### src/hw/ppr_defines.vh
// Purpose: Shared constants for the PHY reset, clocking and power-state block
// Assumes: pclk at 125 MHz; APB register window of 4 KiB
// Notes:   Every offset, control and status field position, control reset value and timing count lives here
//
// Notes on behaviour
// [RL1] Encode each accepted byte with 8b/10b
// [RL2] Shift each ten-bit symbol out serially
// [RL3] Parallel and bit clocks come from reference
// [RL4] Capture tx inputs on tx source clock rise
// [RL5] MAC keeps tx clock equal to rx clock; the MAC model runs 80 ns, not the 32 ns run-rate rx clock
// [RL6] Drive rx clock, launch status against it
// [RL7] MAC holds reset until power, reference stable
// [RL8] Clocks stable within 64 us after reset
// [RL9] Rx clock runs at reference rate meanwhile
// [RL10] Done flag high until clocks stable, then low
// [RL11] MAC keeps safe control levels during reset
// [RL12] MAC may reset on reset packet
// [RL13] Four power states; link only in full power
// [RL14] Power saving starts at once leaving full
// [RL15] Clocks run; one-cycle done pulse per transition
// [RL16] MAC waits for done before next request
// [RL17] MAC holds idle request in standby, low
// [RL18] MAC requests standby only with tx idle
// [RL19] Standby: tx, rx idle; PLLs, rx clock on
// [RL20] Rx idle saves power; fast relock if locked
// [RL21] MAC requests low power with both idle
// [RL22] Low power: recovery off, tx PLL on, pulse
// [RL23] Deep sleep request acts as low power
// [RL24] One done flag reports several completions
// [RL25] Two-bit request; a change starts handshake
`ifndef PPR_DEFINES_VH
`define PPR_DEFINES_VH

// Timing
`define PPR_PCLK_MHZ         14'h007D
`define PPR_STAB_TIME_US     14'h0040
`define PPR_STAB_CYCLES      (`PPR_STAB_TIME_US * `PPR_PCLK_MHZ)
`define PPR_REF_LOCK_EDGES   5'h10
`define PPR_RX_SOURCE_CLK_HALF_REF   3'h5
`define PPR_RX_SOURCE_CLK_HALF_RUN   3'h2

// Power state request codes
`define PPR_PWR_FULL         2'h0
`define PPR_PWR_STANDBY      2'h1
`define PPR_PWR_LOW          2'h2
`define PPR_PWR_DEEP         2'h3

// Synchroniser vector layout
`define PPR_SYNC_W           16
`define PPR_SYN_TX_SOURCE_CLK        0
`define PPR_SYN_BYTE_LO      1
`define PPR_SYN_BYTE_HI      8
`define PPR_SYN_K            9
`define PPR_SYN_PWR_LO       10
`define PPR_SYN_PWR_HI       11
`define PPR_SYN_IDLE         12
`define PPR_SYN_COMP         13
`define PPR_SYN_REF          14
`define PPR_SYN_RXIDLE       15

// APB register map
`define PPR_ADDR_CTRL        12'h000
`define PPR_ADDR_STATUS      12'h004
`define PPR_ADDR_SYMCNT      12'h008
`define PPR_CTRL_FORCE_IDLE  0
`define PPR_CTRL_RESET       1'h0
`define PPR_ST_STABLE        0
`define PPR_ST_PWR_LO        1
`define PPR_ST_PWR_HI        2
`define PPR_ST_REF_LOCK      3
`define PPR_ST_PENDING       4

// Symbol layout
`define PPR_SYM_LAST_BIT     4'h9
`define PPR_K28_X            5'h1C
`define PPR_K28_6B           6'h0F
`define PPR_ALT7_4B          4'h7

`endif

### src/hw/ppr_enc8b10b.v
// Purpose: 8b/10b encoder with running disparity, one symbol per load
// Assumes: load is a one-cycle strobe on pclk
// Notes:   Symbol bit 9 is line bit a, the first bit on the wire
`timescale 1ns/1ps
`include "ppr_defines.vh"
module ppr_enc8b10b (
  input  wire       clk,
  input  wire       rst_n,
  input  wire       load,
  input  wire [7:0] data,
  input  wire       is_k,
  input  wire       force_neg,
  output reg  [9:0] symbol,
  output reg        sym_valid
);
  reg       rd_reg;
  reg       rd_in, rd_mid, unbal6, unbal4, k28, alt7, inv6, inv4;
  reg [5:0] c6;
  reg [3:0] c4;
  wire [4:0] x = data[4:0];
  wire [2:0] y = data[7:5];

  // Negative-disparity 5b/6b table, abcdei
  function [5:0] code6;
    input [4:0] v;
    case (v)
      5'h00: code6 = 6'h27; 5'h01: code6 = 6'h1D; 5'h02: code6 = 6'h2D; 5'h03: code6 = 6'h31;
      5'h04: code6 = 6'h35; 5'h05: code6 = 6'h29; 5'h06: code6 = 6'h19; 5'h07: code6 = 6'h38;
      5'h08: code6 = 6'h39; 5'h09: code6 = 6'h25; 5'h0A: code6 = 6'h15; 5'h0B: code6 = 6'h34;
      5'h0C: code6 = 6'h0D; 5'h0D: code6 = 6'h2C; 5'h0E: code6 = 6'h1C; 5'h0F: code6 = 6'h17;
      5'h10: code6 = 6'h1B; 5'h11: code6 = 6'h23; 5'h12: code6 = 6'h13; 5'h13: code6 = 6'h32;
      5'h14: code6 = 6'h0B; 5'h15: code6 = 6'h2A; 5'h16: code6 = 6'h1A; 5'h17: code6 = 6'h3A;
      5'h18: code6 = 6'h33; 5'h19: code6 = 6'h26; 5'h1A: code6 = 6'h16; 5'h1B: code6 = 6'h36;
      5'h1C: code6 = 6'h0E; 5'h1D: code6 = 6'h2E; 5'h1E: code6 = 6'h1E; default: code6 = 6'h2B;
    endcase
  endfunction

  // Negative-disparity 3b/4b table, fghj
  function [3:0] code4;
    input [2:0] v;
    case (v)
      3'h0: code4 = 4'hB; 3'h1: code4 = 4'h9; 3'h2: code4 = 4'h5; 3'h3: code4 = 4'hC;
      3'h4: code4 = 4'hD; 3'h5: code4 = 4'hA; 3'h6: code4 = 4'h6; default: code4 = 4'hE;
    endcase
  endfunction

  // Disparity-aware selection of both sub-blocks
  always @* begin
    rd_in  = force_neg ? 1'b0 : rd_reg;            // Compliance forces negative start
    k28    = is_k && (x == `PPR_K28_X);
    c6     = k28 ? `PPR_K28_6B : code6(x);
    unbal6 = ((c6[0] + c6[1] + c6[2] + c6[3] + c6[4] + c6[5]) != 3'h3);
    inv6   = rd_in & (unbal6 | (x == 5'h07));
    rd_mid = rd_in ^ unbal6;
    alt7   = (y == 3'h7) & (is_k | (~rd_mid & ((x == 5'h11) | (x == 5'h12) | (x == 5'h14)))
                               | (rd_mid & ((x == 5'h0B) | (x == 5'h0D) | (x == 5'h0E))));
    c4     = alt7 ? `PPR_ALT7_4B : code4(y);
    unbal4 = ((c4[0] + c4[1] + c4[2] + c4[3]) != 3'h2);
    // K28 flips its balanced trailers against the data form
    if (k28 && !unbal4 && (y != 3'h3))
      inv4 = ~rd_mid;
    else
      inv4 = rd_mid & (unbal4 | (y == 3'h3));
  end

  // Register the symbol and the running disparity
  always @(posedge clk or negedge rst_n) begin
    if (!rst_n) begin
      rd_reg    <= 1'b0;
      symbol    <= 10'h000;
      sym_valid <= 1'b0;
    end else begin
      sym_valid <= load;
      if (load) begin
        symbol <= {(inv6 ? ~c6 : c6), (inv4 ? ~c4 : c4)};  // [RL1]
        rd_reg <= rd_mid ^ unbal4;
      end
    end
  end
endmodule

### src/hw/ppr_serializer.v
// Purpose: Parallel-to-serial converter for ten-bit symbols
// Assumes: at most one symbol offered per ten clocks
// Notes:   One holding slot; a late symbol leaves the line idle between symbols
`timescale 1ns/1ps
`include "ppr_defines.vh"
module ppr_serializer (
  input  wire       clk,
  input  wire       rst_n,
  input  wire [9:0] sym_in,
  input  wire       sym_load,
  output reg        ser_bit,
  output reg        ser_idle,
  output reg        sym_sent
);
  reg [9:0] shift_reg;
  reg [9:0] hold_reg;
  reg       hold_full_reg;
  reg       busy_reg;
  reg [3:0] bit_cnt_reg;

  // Shift MSB first; reload from the holding slot on the last bit
  always @(posedge clk or negedge rst_n) begin
    if (!rst_n) begin
      shift_reg     <= 10'h000;
      hold_reg      <= 10'h000;
      hold_full_reg <= 1'b0;
      busy_reg      <= 1'b0;
      bit_cnt_reg   <= 4'h0;
      ser_bit       <= 1'b0;
      ser_idle      <= 1'b1;
      sym_sent      <= 1'b0;
    end else begin
      sym_sent <= 1'b0;
      if (sym_load)
        hold_reg <= sym_in;
      if (!busy_reg || (bit_cnt_reg == `PPR_SYM_LAST_BIT)) begin
        if (hold_full_reg) begin
          shift_reg     <= hold_reg;                     // [RL2]
          ser_bit       <= hold_reg[9];
          ser_idle      <= 1'b0;
          busy_reg      <= 1'b1;
          bit_cnt_reg   <= 4'h0;
          sym_sent      <= 1'b1;
          hold_full_reg <= sym_load;
        end else begin
          busy_reg      <= 1'b0;
          ser_idle      <= 1'b1;
          ser_bit       <= 1'b0;
          hold_full_reg <= sym_load;
        end
      end else begin
        shift_reg   <= {shift_reg[8:0], 1'b0};           // [RL2]
        ser_bit     <= shift_reg[8];
        bit_cnt_reg <= bit_cnt_reg + 4'h1;
        if (sym_load)
          hold_full_reg <= 1'b1;
      end
    end
  end
endmodule

### src/hw/ppr_top.v
// Purpose: Reset stabilisation, clocking and power-state control of a x1 PHY
// Assumes: pclk 125 MHz; tx source clock, reference and pins are asynchronous
// Notes:   Clocks are modelled by pclk dividers; the serial lane runs one bit per pclk
//
// Chosen here: the APB slave port and the address map.
`timescale 1ns/1ps
`include "ppr_defines.vh"
module ppr_top #(
  parameter [13:0] STAB_CYCLES = `PPR_STAB_CYCLES
) (
  // Clock, reset and register bus
  input  wire        pclk,
  input  wire        presetn,
  input  wire [11:0] paddr,
  input  wire        psel,
  input  wire        penable,
  input  wire        pwrite,
  input  wire [31:0] pwdata,
  output reg  [31:0] prdata,
  output reg         pready,
  output reg         pslverr,

  // MAC side and lane inputs
  input  wire        ref_clk_in,
  input  wire        tx_source_clk,
  input  wire [7:0]  tx_byte_bus,
  input  wire        tx_data_k,
  input  wire [1:0]  power_state_req,
  input  wire        tx_elec_idle_req,
  input  wire        tx_compliance_req,
  input  wire        rx_elec_idle_in,

  // Generated clock, status and analog controls
  output reg         rx_source_clk,
  output reg         phy_done_flag,
  output wire        tx_serial_data,
  output wire        tx_serial_idle,
  output reg         tx_drive_enable,
  output reg         tx_pll_enable,
  output reg         rx_cdr_enable,
  output reg         rx_front_power_save,
  output reg         rx_fast_relock_ok
);

  //////////
  // Input synchronisers
  // Clock pins are treated as plain data here
  //////////

  wire [`PPR_SYNC_W-1:0] sync_raw;
  reg  [`PPR_SYNC_W-1:0] sync_meta;
  reg  [`PPR_SYNC_W-1:0] sync_q;

  // Every MAC-side and lane pin and foreign clock crosses here before any logic sees it
  assign sync_raw = {rx_elec_idle_in, ref_clk_in,
                     tx_compliance_req, tx_elec_idle_req,
                     power_state_req, tx_data_k,
                     tx_byte_bus, tx_source_clk};

  // Two flops per bit; the first stage feeds only the second
  genvar gi;
  generate
    for (gi = 0; gi < `PPR_SYNC_W; gi = gi + 1) begin : g_sync
      always @(posedge pclk or negedge presetn) begin
        if (!presetn) begin
          sync_meta[gi] <= 1'b0;
          sync_q[gi]    <= 1'b0;
        end else begin
          sync_meta[gi] <= sync_raw[gi];
          sync_q[gi]    <= sync_meta[gi];
        end
      end
    end
  endgenerate

  wire       tx_source_clk_s  = sync_q[`PPR_SYN_TX_SOURCE_CLK];
  wire [7:0] byte_s   = sync_q[`PPR_SYN_BYTE_HI:`PPR_SYN_BYTE_LO];
  wire       k_s      = sync_q[`PPR_SYN_K];
  wire [1:0] pwr_s    = sync_q[`PPR_SYN_PWR_HI:`PPR_SYN_PWR_LO];
  wire       idle_s   = sync_q[`PPR_SYN_IDLE];
  wire       comp_s   = sync_q[`PPR_SYN_COMP];
  wire       ref_s    = sync_q[`PPR_SYN_REF];
  wire       rxidle_s = sync_q[`PPR_SYN_RXIDLE];

  //////////
  // Edge detection on the synchronised clocks
  // Low after reset matches the idle clock level
  //////////

  reg  tx_source_clk_d_reg;
  reg  ref_d_reg;
  wire tx_rise  = tx_source_clk_s & ~tx_source_clk_d_reg;
  wire ref_rise = ref_s & ~ref_d_reg;

  // Data and clock share the same sync delay, so a centred rise samples mid-eye
  always @(posedge pclk or negedge presetn) begin
    if (!presetn) begin
      tx_source_clk_d_reg <= 1'b0;
      ref_d_reg   <= 1'b0;
    end else begin
      tx_source_clk_d_reg <= tx_source_clk_s;
      ref_d_reg   <= ref_s;
    end
  end

  //////////
  // Reset stabilisation
  // Timer and reference check run side by side
  // Short timer values are for simulation only
  //////////

  reg [13:0] stab_cnt_reg;
  reg [4:0]  ref_edges_reg;
  reg        clocks_stable_reg;
  wire       ref_locked = (ref_edges_reg == `PPR_REF_LOCK_EDGES);

  // Stable needs the reference seen toggling and the settle count expired;
  // a missing reference keeps the block in stabilisation indefinitely
  always @(posedge pclk or negedge presetn) begin
    if (!presetn) begin
      stab_cnt_reg      <= 14'h0000;
      ref_edges_reg     <= 5'h00;
      clocks_stable_reg <= 1'b0;
    end else begin
      if (ref_rise && !ref_locked)
        ref_edges_reg <= ref_edges_reg + 5'h01;          // [RL3]
      if (stab_cnt_reg != STAB_CYCLES)
        stab_cnt_reg <= stab_cnt_reg + 14'h0001;
      if ((stab_cnt_reg == STAB_CYCLES) && ref_locked)
        clocks_stable_reg <= 1'b1;                       // [RL8] [RL3]
    end
  end

  //////////
  // Receive source clock generation
  // Slow rate until stable, run rate after
  //////////

  reg  [2:0] rxdiv_cnt_reg;
  wire [2:0] rx_half  = clocks_stable_reg ? `PPR_RX_SOURCE_CLK_HALF_RUN : `PPR_RX_SOURCE_CLK_HALF_REF;
  wire       rx_flip  = (rxdiv_cnt_reg >= (rx_half - 3'h1));
  wire       rx_fall  = rx_flip & rx_source_clk;

  // Rate change takes effect mid half period but never cuts it below the run half period, so no runt pulse
  always @(posedge pclk or negedge presetn) begin
    if (!presetn) begin
      rxdiv_cnt_reg <= 3'h0;
      rx_source_clk <= 1'b0;
    end else if (rx_flip) begin
      rxdiv_cnt_reg <= 3'h0;
      rx_source_clk <= ~rx_source_clk;                   // [RL9] [RL6]
    end else begin
      rxdiv_cnt_reg <= rxdiv_cnt_reg + 3'h1;
    end
  end

  //////////
  // Power state tracking
  // Any changed code seen once clocks are stable is a new transition
  // Deep sleep folds onto low power
  //////////

  reg  [1:0] cur_pwr_reg;
  reg  [1:0] last_req_reg;
  reg        trans_pending_reg;
  wire [1:0] req_mapped = (pwr_s == `PPR_PWR_DEEP) ? `PPR_PWR_LOW : pwr_s;
  wire       req_change = tx_rise & clocks_stable_reg & (pwr_s != last_req_reg);
  wire       is_full    = (cur_pwr_reg == `PPR_PWR_FULL);
  wire       is_standby = (cur_pwr_reg == `PPR_PWR_STANDBY);
  wire       is_low     = (cur_pwr_reg == `PPR_PWR_LOW);
  wire       done_slot  = rx_fall & clocks_stable_reg;

  // Requests are taken on tx clock rises; the state switches at once so
  // power saving starts without waiting for the handshake
  always @(posedge pclk or negedge presetn) begin
    if (!presetn) begin
      cur_pwr_reg       <= `PPR_PWR_LOW;
      last_req_reg      <= `PPR_PWR_LOW;
      trans_pending_reg <= 1'b0;
    end else begin
      if (tx_rise)
        last_req_reg <= pwr_s;                           // [RL25] [RL4]
      if (req_change) begin
        cur_pwr_reg       <= req_mapped;                 // [RL23] [RL14] [RL13]
        trans_pending_reg <= 1'b1;                       // [RL25]
      end else if (done_slot) begin
        trans_pending_reg <= 1'b0;
      end
    end
  end

  //////////
  // Completion flag, launched on rx clock falling edges
  // A request in a done slot defers the pulse
  // so that transition and the new one share one later pulse
  //////////

  // High through stabilisation, then one rx clock period per transition
  always @(posedge pclk or negedge presetn) begin
    if (!presetn) begin
      phy_done_flag <= 1'b1;                             // [RL10]
    end else if (!clocks_stable_reg) begin
      phy_done_flag <= 1'b1;                             // [RL10]
    end else if (done_slot) begin
      phy_done_flag <= trans_pending_reg & ~req_change;  // [RL15] [RL22] [RL24] [RL6]
    end
  end

  //////////
  // Analog block enables
  // All enables stay off until clocks are stable
  //////////

  reg rx_locked_before_reg;

  // Recovery drops in low power; tx PLL and rx clock stay on in every state
  always @(posedge pclk or negedge presetn) begin
    if (!presetn) begin
      tx_drive_enable      <= 1'b0;
      tx_pll_enable        <= 1'b0;
      rx_cdr_enable        <= 1'b0;
      rx_front_power_save  <= 1'b0;
      rx_fast_relock_ok    <= 1'b0;
      rx_locked_before_reg <= 1'b0;
    end else begin
      tx_pll_enable       <= clocks_stable_reg;                        // [RL15] [RL19]
      tx_drive_enable     <= clocks_stable_reg & is_full;              // [RL13] [RL19]
      rx_cdr_enable       <= clocks_stable_reg & ~is_low;              // [RL22] [RL19]
      rx_front_power_save <= clocks_stable_reg & (is_full | is_standby)
                             & rxidle_s; // [RL20]
      // Lock history survives idle gaps but not a trip through low power
      if (!clocks_stable_reg || is_low)
        rx_locked_before_reg <= 1'b0;
      else if (!rxidle_s)
        rx_locked_before_reg <= 1'b1;
      rx_fast_relock_ok   <= rx_locked_before_reg
                             & (is_full | is_standby); // [RL20]
    end
  end

  //////////
  // APB slave
  // Map:
  //   000 control: bit 0 holds tx data off
  //   004 status: stable, state, lock, pending
  //   008 symbol count, read only
  // Other words answer with an error
  //////////

  reg        force_idle_reg;
  reg [15:0] sym_cnt_reg;
  reg [31:0] rd_mux;
  reg        addr_hit;
  wire       apb_setup = psel & ~penable;
  wire       apb_write = psel & penable & pready & pwrite & ~pslverr;

  // Read mux; unmapped words read zero and answer with an error
  always @* begin
    rd_mux   = 32'h00000000;
    addr_hit = 1'b1;
    case (paddr)
      `PPR_ADDR_CTRL: begin
        rd_mux[`PPR_CTRL_FORCE_IDLE] = force_idle_reg;
      end
      `PPR_ADDR_STATUS: begin
        rd_mux[`PPR_ST_STABLE]                   = clocks_stable_reg;
        rd_mux[`PPR_ST_PWR_HI:`PPR_ST_PWR_LO]    = cur_pwr_reg;
        rd_mux[`PPR_ST_REF_LOCK]                 = ref_locked;
        rd_mux[`PPR_ST_PENDING]                  = trans_pending_reg;
      end
      `PPR_ADDR_SYMCNT: begin
        rd_mux[15:0] = sym_cnt_reg;
      end
      default: begin
        addr_hit = 1'b0;
      end
    endcase
  end

  // One wait-free access phase: answer is registered during setup
  always @(posedge pclk or negedge presetn) begin
    if (!presetn) begin
      pready         <= 1'b0;
      pslverr        <= 1'b0;
      prdata         <= 32'h00000000;
      force_idle_reg <= `PPR_CTRL_RESET;
    end else begin
      pready  <= apb_setup;
      pslverr <= apb_setup & ~addr_hit;
      prdata  <= (apb_setup && !pwrite) ? rd_mux : 32'h00000000;
      if (apb_write && (paddr == `PPR_ADDR_CTRL))
        force_idle_reg <= pwdata[`PPR_CTRL_FORCE_IDLE];
    end
  end

  //////////
  // Transmit path
  // Encoder then serializer, no extra buffering
  //////////

  wire       tx_accept;
  wire [9:0] enc_symbol;
  wire       enc_valid;
  wire       ser_sent;

  // Only full power carries data; idle requests and software hold stop it
  assign tx_accept = tx_rise & clocks_stable_reg & is_full  // [RL4]
                     & ~idle_s & ~force_idle_reg;           // [RL13]

  ppr_enc8b10b u_enc (
    .clk       (pclk),
    .rst_n     (presetn),
    .load      (tx_accept),
    .data      (byte_s),
    .is_k      (k_s),
    .force_neg (comp_s),
    .symbol    (enc_symbol),
    .sym_valid (enc_valid)
  );

  ppr_serializer u_ser (
    .clk      (pclk),
    .rst_n    (presetn),
    .sym_in   (enc_symbol),
    .sym_load (enc_valid),
    .ser_bit  (tx_serial_data),
    .ser_idle (tx_serial_idle),
    .sym_sent (ser_sent)
  );

  // Symbol counter for software visibility; wraps silently
  always @(posedge pclk or negedge presetn) begin
    if (!presetn) begin
      sym_cnt_reg <= 16'h0000;
    end else if (ser_sent) begin
      sym_cnt_reg <= sym_cnt_reg + 16'h0001;
    end
  end

endmodule

### config.mk
export PLATFORM = sky130hd
export DESIGN_NAME = ppr_top
export DESIGN_NICKNAME = d
export VERILOG_FILES = /design/src/hw/ppr_enc8b10b.v /design/src/hw/ppr_serializer.v /design/src/hw/ppr_top.v
export VERILOG_INCLUDE_DIRS = /design/src /design/src/hw
export SDC_FILE = /design/constraint.sdc
export NUM_CORES = 1
export LEC_CHECK = 0
export ABC_CLOCK_PERIOD_IN_PS = 9600
export BUFFER_PORTS_ARGS = -buffer_cell sky130_fd_sc_hd__buf_2
export CAP_MARGIN = 5
export CORE_AREA = 2 2 121 94
export DETAILED_ROUTE_END_ITERATION = 6
export DIE_AREA = 0 0 123 96
export PLACE_DENSITY = 0.83
export SYNTH_ARGS = -nofsm -noshare
export SYNTH_HDL_FRONTEND = slang
export SYNTH_SLANG_ARGS = --single-unit
### constraint.sdc
create_clock -name pclk -period 9.6 [get_ports pclk]
set_input_delay 0.96 -clock pclk [delete_from_list [all_inputs] [get_ports pclk]]
set_output_delay 0.96 -clock pclk [all_outputs]
set_load 0.02 [all_outputs]
==> summary.md <==
Pwr
* 0.173 mV — IR Drop Worst-Case VDD
* 197 mW/mm² — Pwr Density
* 0.00346 µW — Leak Pwr
* 1420 µW — total design power

Placement
* 717 — number of cells in the design after placement
* 60 — count of input and output buffers
* 0.836 — final weighted congestion of routability-driven global placement
* 7530 µm — Detailed Place HPWL
* 2.81 ns — worst setup slack before clock tree synthesis

Setup path
* reg -> reg — Crit Path Category
* 25 — depth of the worst register-to-register path
* byte_s[0]$_DFF_PN0_ — Crit Reg-Reg Startpoint
* 9.90 ns — required time of the worst setup path
* flop — startpoint kind of the worst setup timing path
* u_enc.symbol[1]$_DFFE_PN0P_ — worst flop-to-flop path endpoint
* flop — Crit. End Element
* 2.74 ns — worst reg-to-reg setup slack
* 7.16 ns — Worst EP arrival
* 6 — maximum net fanout on the critical path

Synthesis
* 56 — post-synth cell types
* sky130_fd_sc_hd__dfrtp_1 — Synth Flop Type
* 145 — count of state elements after synthesis
* 0 — number of synthesized flops with an enable pin
* 527 — synthesized instance count
* 5.67% — adder and majority gate portion of the synthesized area
* sky130_fd_sc_hd__dfrtp_1 (57%), sky130_fd_sc_hd__xnor2_1 (4.5%), sky130_fd_sc_hd__ha_1 (4.2%), sky130_fd_sc_hd__nand2_1 (3.3%), sky130_fd_sc_hd__mux2_2 (3.1%) — top area cells in the synthesized netlist
* 0 — Synth Warn #
* 12.7% — fraction of the mapped netlist area in simple logic gates
* simple AND/OR/NAND/NOR gates — dominant combinational cell family by area after synthesis
* 5.03% — share of cell area taken by muxes after synthesis
* 0.00622 mm² — total standard cell area after synthesis
* 58.4% — portion of the post-synthesis area used by sequential elements
* sky130_fd_sc_hd__dfrtp_1 — library cell occupying the most area in the post-synthesis netlist
* 56.7% — proportion of netlist area held by the largest area contributor
* 6.76% — fraction of synthesized cell area in xor and xnor cells
* 11.8 µm² — Avg Inst Size Synth
* 7.32% — compound-gate portion of the synthesized area
* 100% — Async SR Flop Fraction

Timing
* 2.74 ns — crit path setup slack, layout
* 0 — final setup vio count
* 71.5% — Period Utilization, post-route
* 0.00613 ns — maximum clock skew at final layout
* no — unrepaired setup endpoints after global routing
* 6.86 ns — Tmin final
* 0.344 ns — Hold Worst Slack
* 0 — final max-slew violation count
* 35.5% — max_slew headroom
* 0 ns — TNS Setup
* 0.146 GHz — peak clock frequency supported by timing
* 0.968 ns — worst slew pin tran
* 0 — number of hold violations in the final report

Die
* 58.4% — initial standard-cell utilization of the core
* 123 µm — Horiz. Die Dim
* 96 µm — Chip Height
* 108 — number of top-level pins
* 0.0118 mm² — overall die area
* 33 — row count
* 0.0107 mm² — area of the core

Routing
* 0 — DR DRC count
* 3987 — DR vias
* 4 — 1st-pass router iterations
* 296 — detailed router's first-iteration violation count
* 5.32 — Vias per Instance
* 15.1 µm — DR WL/cell
* 11300 µm — aggregate routed wire length
* 0 — post-route antenna net violation count

Global route
* 0 — initial antenna violation count
* 3899 — number of global-route vias before repair
* 82 — maximum number of pins on one net before global-route repair
* 0 — grt total ovfl
* 19100 µm — first-pass GRT wire length
* 21.3% — total global routing track utilization

CTS
* sky130_fd_sc_hd__clkbuf_16 — cell at the root of the clock tree
* 17 — number of buffers inserted during clock tree synthesis
* 0 — hold bufs inserted after CTS
* 145 — number of sinks on the clock net
* 4 — Clock H-tree levels
* 0.42 ns — source-to-sink clock delay at the later pin of the worst-skew pair
* 0.06 ns — clock transition time at the flip-flop clock pins of the worst setup and hold paths
* yes — clock tree from TritonCTS
* 0 — Post-CTS Setup Inserts
* 2 — clk buf depth
* 0 — post-cts gate resize count

Min path
* byte_s[7]$_DFF_PN0_ — end point of the most critical hold path
* reg -> reg — kind of path behind the tightest hold check
* sync_meta[8]$_DFF_PN0_ — source of the worst hold timing path
* 0 — hold path cells

Cells and area
* 686 — nets@finish
* 15.8% — Area growth, synth to finish
* 19.4% — layout cells sized above 1
* 0 — antenna diode count
* 749 — number of standard cells in the final layout excluding fillers

Run
* 0 — Max Cap Viol

Run status
* completed — outcome

==> layout by cell type (no fill, tap or decap), drive strengths merged, types with 3 or more instances in the layout <==
master / count
a21o: 4
and3: 7
buf: 61
clkinvlp: 4
nand2b: 3
dfrtp: 141
a21oi: 5
nand3: 17
nor2b: 5
nor3b: 7
a22oi: 5
mux2i: 11
nor4: 3
o21ai: 33
and2: 13
nor2: 26
xnor2: 32
a211oi: 4
clkbuf: 21
ha: 21
mux2: 18
nand2: 54
clkinv: 4
fa: 4
inv: 25
conb: 16
dfstp: 4
nand4: 10
o31ai: 3
xor2: 16
nor3: 5
==> cells in the mapped netlist (4+ instances only) <==
library cell                 n
sky130_fd_sc_hd__dfrtp_1   141
sky130_fd_sc_hd__nand2_1    54
sky130_fd_sc_hd__xnor2_1    32
sky130_fd_sc_hd__o21ai_0    27
sky130_fd_sc_hd__nor2_1     26
sky130_fd_sc_hd__inv_1      23
sky130_fd_sc_hd__ha_1       21
sky130_fd_sc_hd__mux2_2     17
sky130_fd_sc_hd__nand3_1    17
sky130_fd_sc_hd__buf_4      16
sky130_fd_sc_hd__xor2_1     16
sky130_fd_sc_hd__and2_1     13
sky130_fd_sc_hd__mux2i_1    11
sky130_fd_sc_hd__nand4_1    10
sky130_fd_sc_hd__and3_1      7
sky130_fd_sc_hd__clkbuf_1    6
sky130_fd_sc_hd__nor3b_1     6
sky130_fd_sc_hd__o21ai_1     6
sky130_fd_sc_hd__a22oi_1     5
sky130_fd_sc_hd__nor2b_1     5
sky130_fd_sc_hd__nor3_1      5
sky130_fd_sc_hd__a211oi_1    4
sky130_fd_sc_hd__a21o_1      4
sky130_fd_sc_hd__a21oi_1     4
sky130_fd_sc_hd__dfstp_2     4
sky130_fd_sc_hd__fa_1        4
==> report_power, final <==
group,switching (µW),internal [µW],total [µW]
clock network,252,404,657
registers,18.2,630,648
logic,68.1,47.7,116
total,339,1080,1420
==> cell families (layout without fill, tap and decap cells) <==
| group | count (synthesis) | after routing |
|---|---|---|
| XOR/XNOR | 48 | 48 |
| flip-flops | 145 | 145 |
| AO/OA/AOI/OAI | 70 | 70 |
| buffers and inverters | 50 | 117 |
| adder cells (fa/ha/maj) | 26 | 26 |
| multiplexers | 29 | 29 |
| other | 1 | 16 |
| AND/OR/NAND/NOR | 158 | 158 |
==> layout make-up <==
| class | count | area, µm² |
|---|---|---|
| inverter | 24 | 90.1 |
| sequential | 145 | 3630 |
| tap | 140 | 175 |
| clock buffer | 21 | 470 |
| fill | 778 | 3450 |
| timing repair buffer | 61 | 314 |
| multi-input combinational | 347 | 2390 |
| clock inverter | 11 | 130 |
==> how the worst max path moves through the flow <==
stage	startpoint	end	slack (ns)	cells past startpoint
CTS	byte_s[0]$_DFF_PN0_	u_enc.symbol[1]$_DFFE_PN0P_	2.74	25
global route	byte_s[0]$_DFF_PN0_	u_enc.symbol[1]$_DFFE_PN0P_	2.25	25
global placement	byte_s[0]$_DFF_PN0_	u_enc.symbol[1]$_DFFE_PN0P_	3.00	25
finish	byte_s[0]$_DFF_PN0_	u_enc.symbol[1]$_DFFE_PN0P_	2.74	25
floorplan	byte_s[0]$_DFF_PN0_	u_enc.symbol[1]$_DFFE_PN0P_	3.38	25
detailed placement	byte_s[0]$_DFF_PN0_	u_enc.symbol[2]$_DFFE_PN0P_	2.81	25
==> metrics by stage <==
step	cell area, µm²	utilization (%)
floorplan	6280	-
global placement	6600	62.0
detailed placement	6600	62.0
CTS	7200	67.6
global route	7200	67.6
finish	7200	67.6
==> critical path, stage by stage, from the launching register on <==
cell                       delay, ns
sky130_fd_sc_hd__dfrtp_1        0.45
sky130_fd_sc_hd__inv_1          0.15
sky130_fd_sc_hd__ha_1           0.35
sky130_fd_sc_hd__mux2_1         0.31
sky130_fd_sc_hd__nand2_1        0.07
sky130_fd_sc_hd__o21ai_0        0.08
sky130_fd_sc_hd__o211ai_1       0.31
sky130_fd_sc_hd__ha_1           0.31
sky130_fd_sc_hd__fa_1           0.51
sky130_fd_sc_hd__inv_1          0.06
sky130_fd_sc_hd__fa_1           0.42
sky130_fd_sc_hd__inv_1          0.08
sky130_fd_sc_hd__fa_1           0.41
sky130_fd_sc_hd__nor3b_2        0.18
sky130_fd_sc_hd__xnor2_1        0.39
sky130_fd_sc_hd__nor3b_1        0.37
sky130_fd_sc_hd__o31ai_2        0.13
sky130_fd_sc_hd__ha_1           0.32
sky130_fd_sc_hd__fa_1           0.37
sky130_fd_sc_hd__ha_1           0.28
sky130_fd_sc_hd__nor3b_1        0.30
sky130_fd_sc_hd__o31ai_1        0.16
sky130_fd_sc_hd__nor3_1         0.21
sky130_fd_sc_hd__a21oi_2        0.11
sky130_fd_sc_hd__xnor2_1        0.16
sky130_fd_sc_hd__mux2_2         0.27
==> routing by layer <==
| layer | vias to the layer above | part of all wire (%) | GRT usage, % |
|---|---|---|---|
| met4 | 0 | 0.88 | 6.53 |
| met3 | 9 | 4.2 | 6.34 |
| li1 | 1904 | - | - |
| met1 | 1987 | 45 | 28.9 |
| met5 | - | 0 | 0 |
| met2 | 87 | 50 | 33.6 |
No activity file was read; power rests on OpenSTA's default activity.
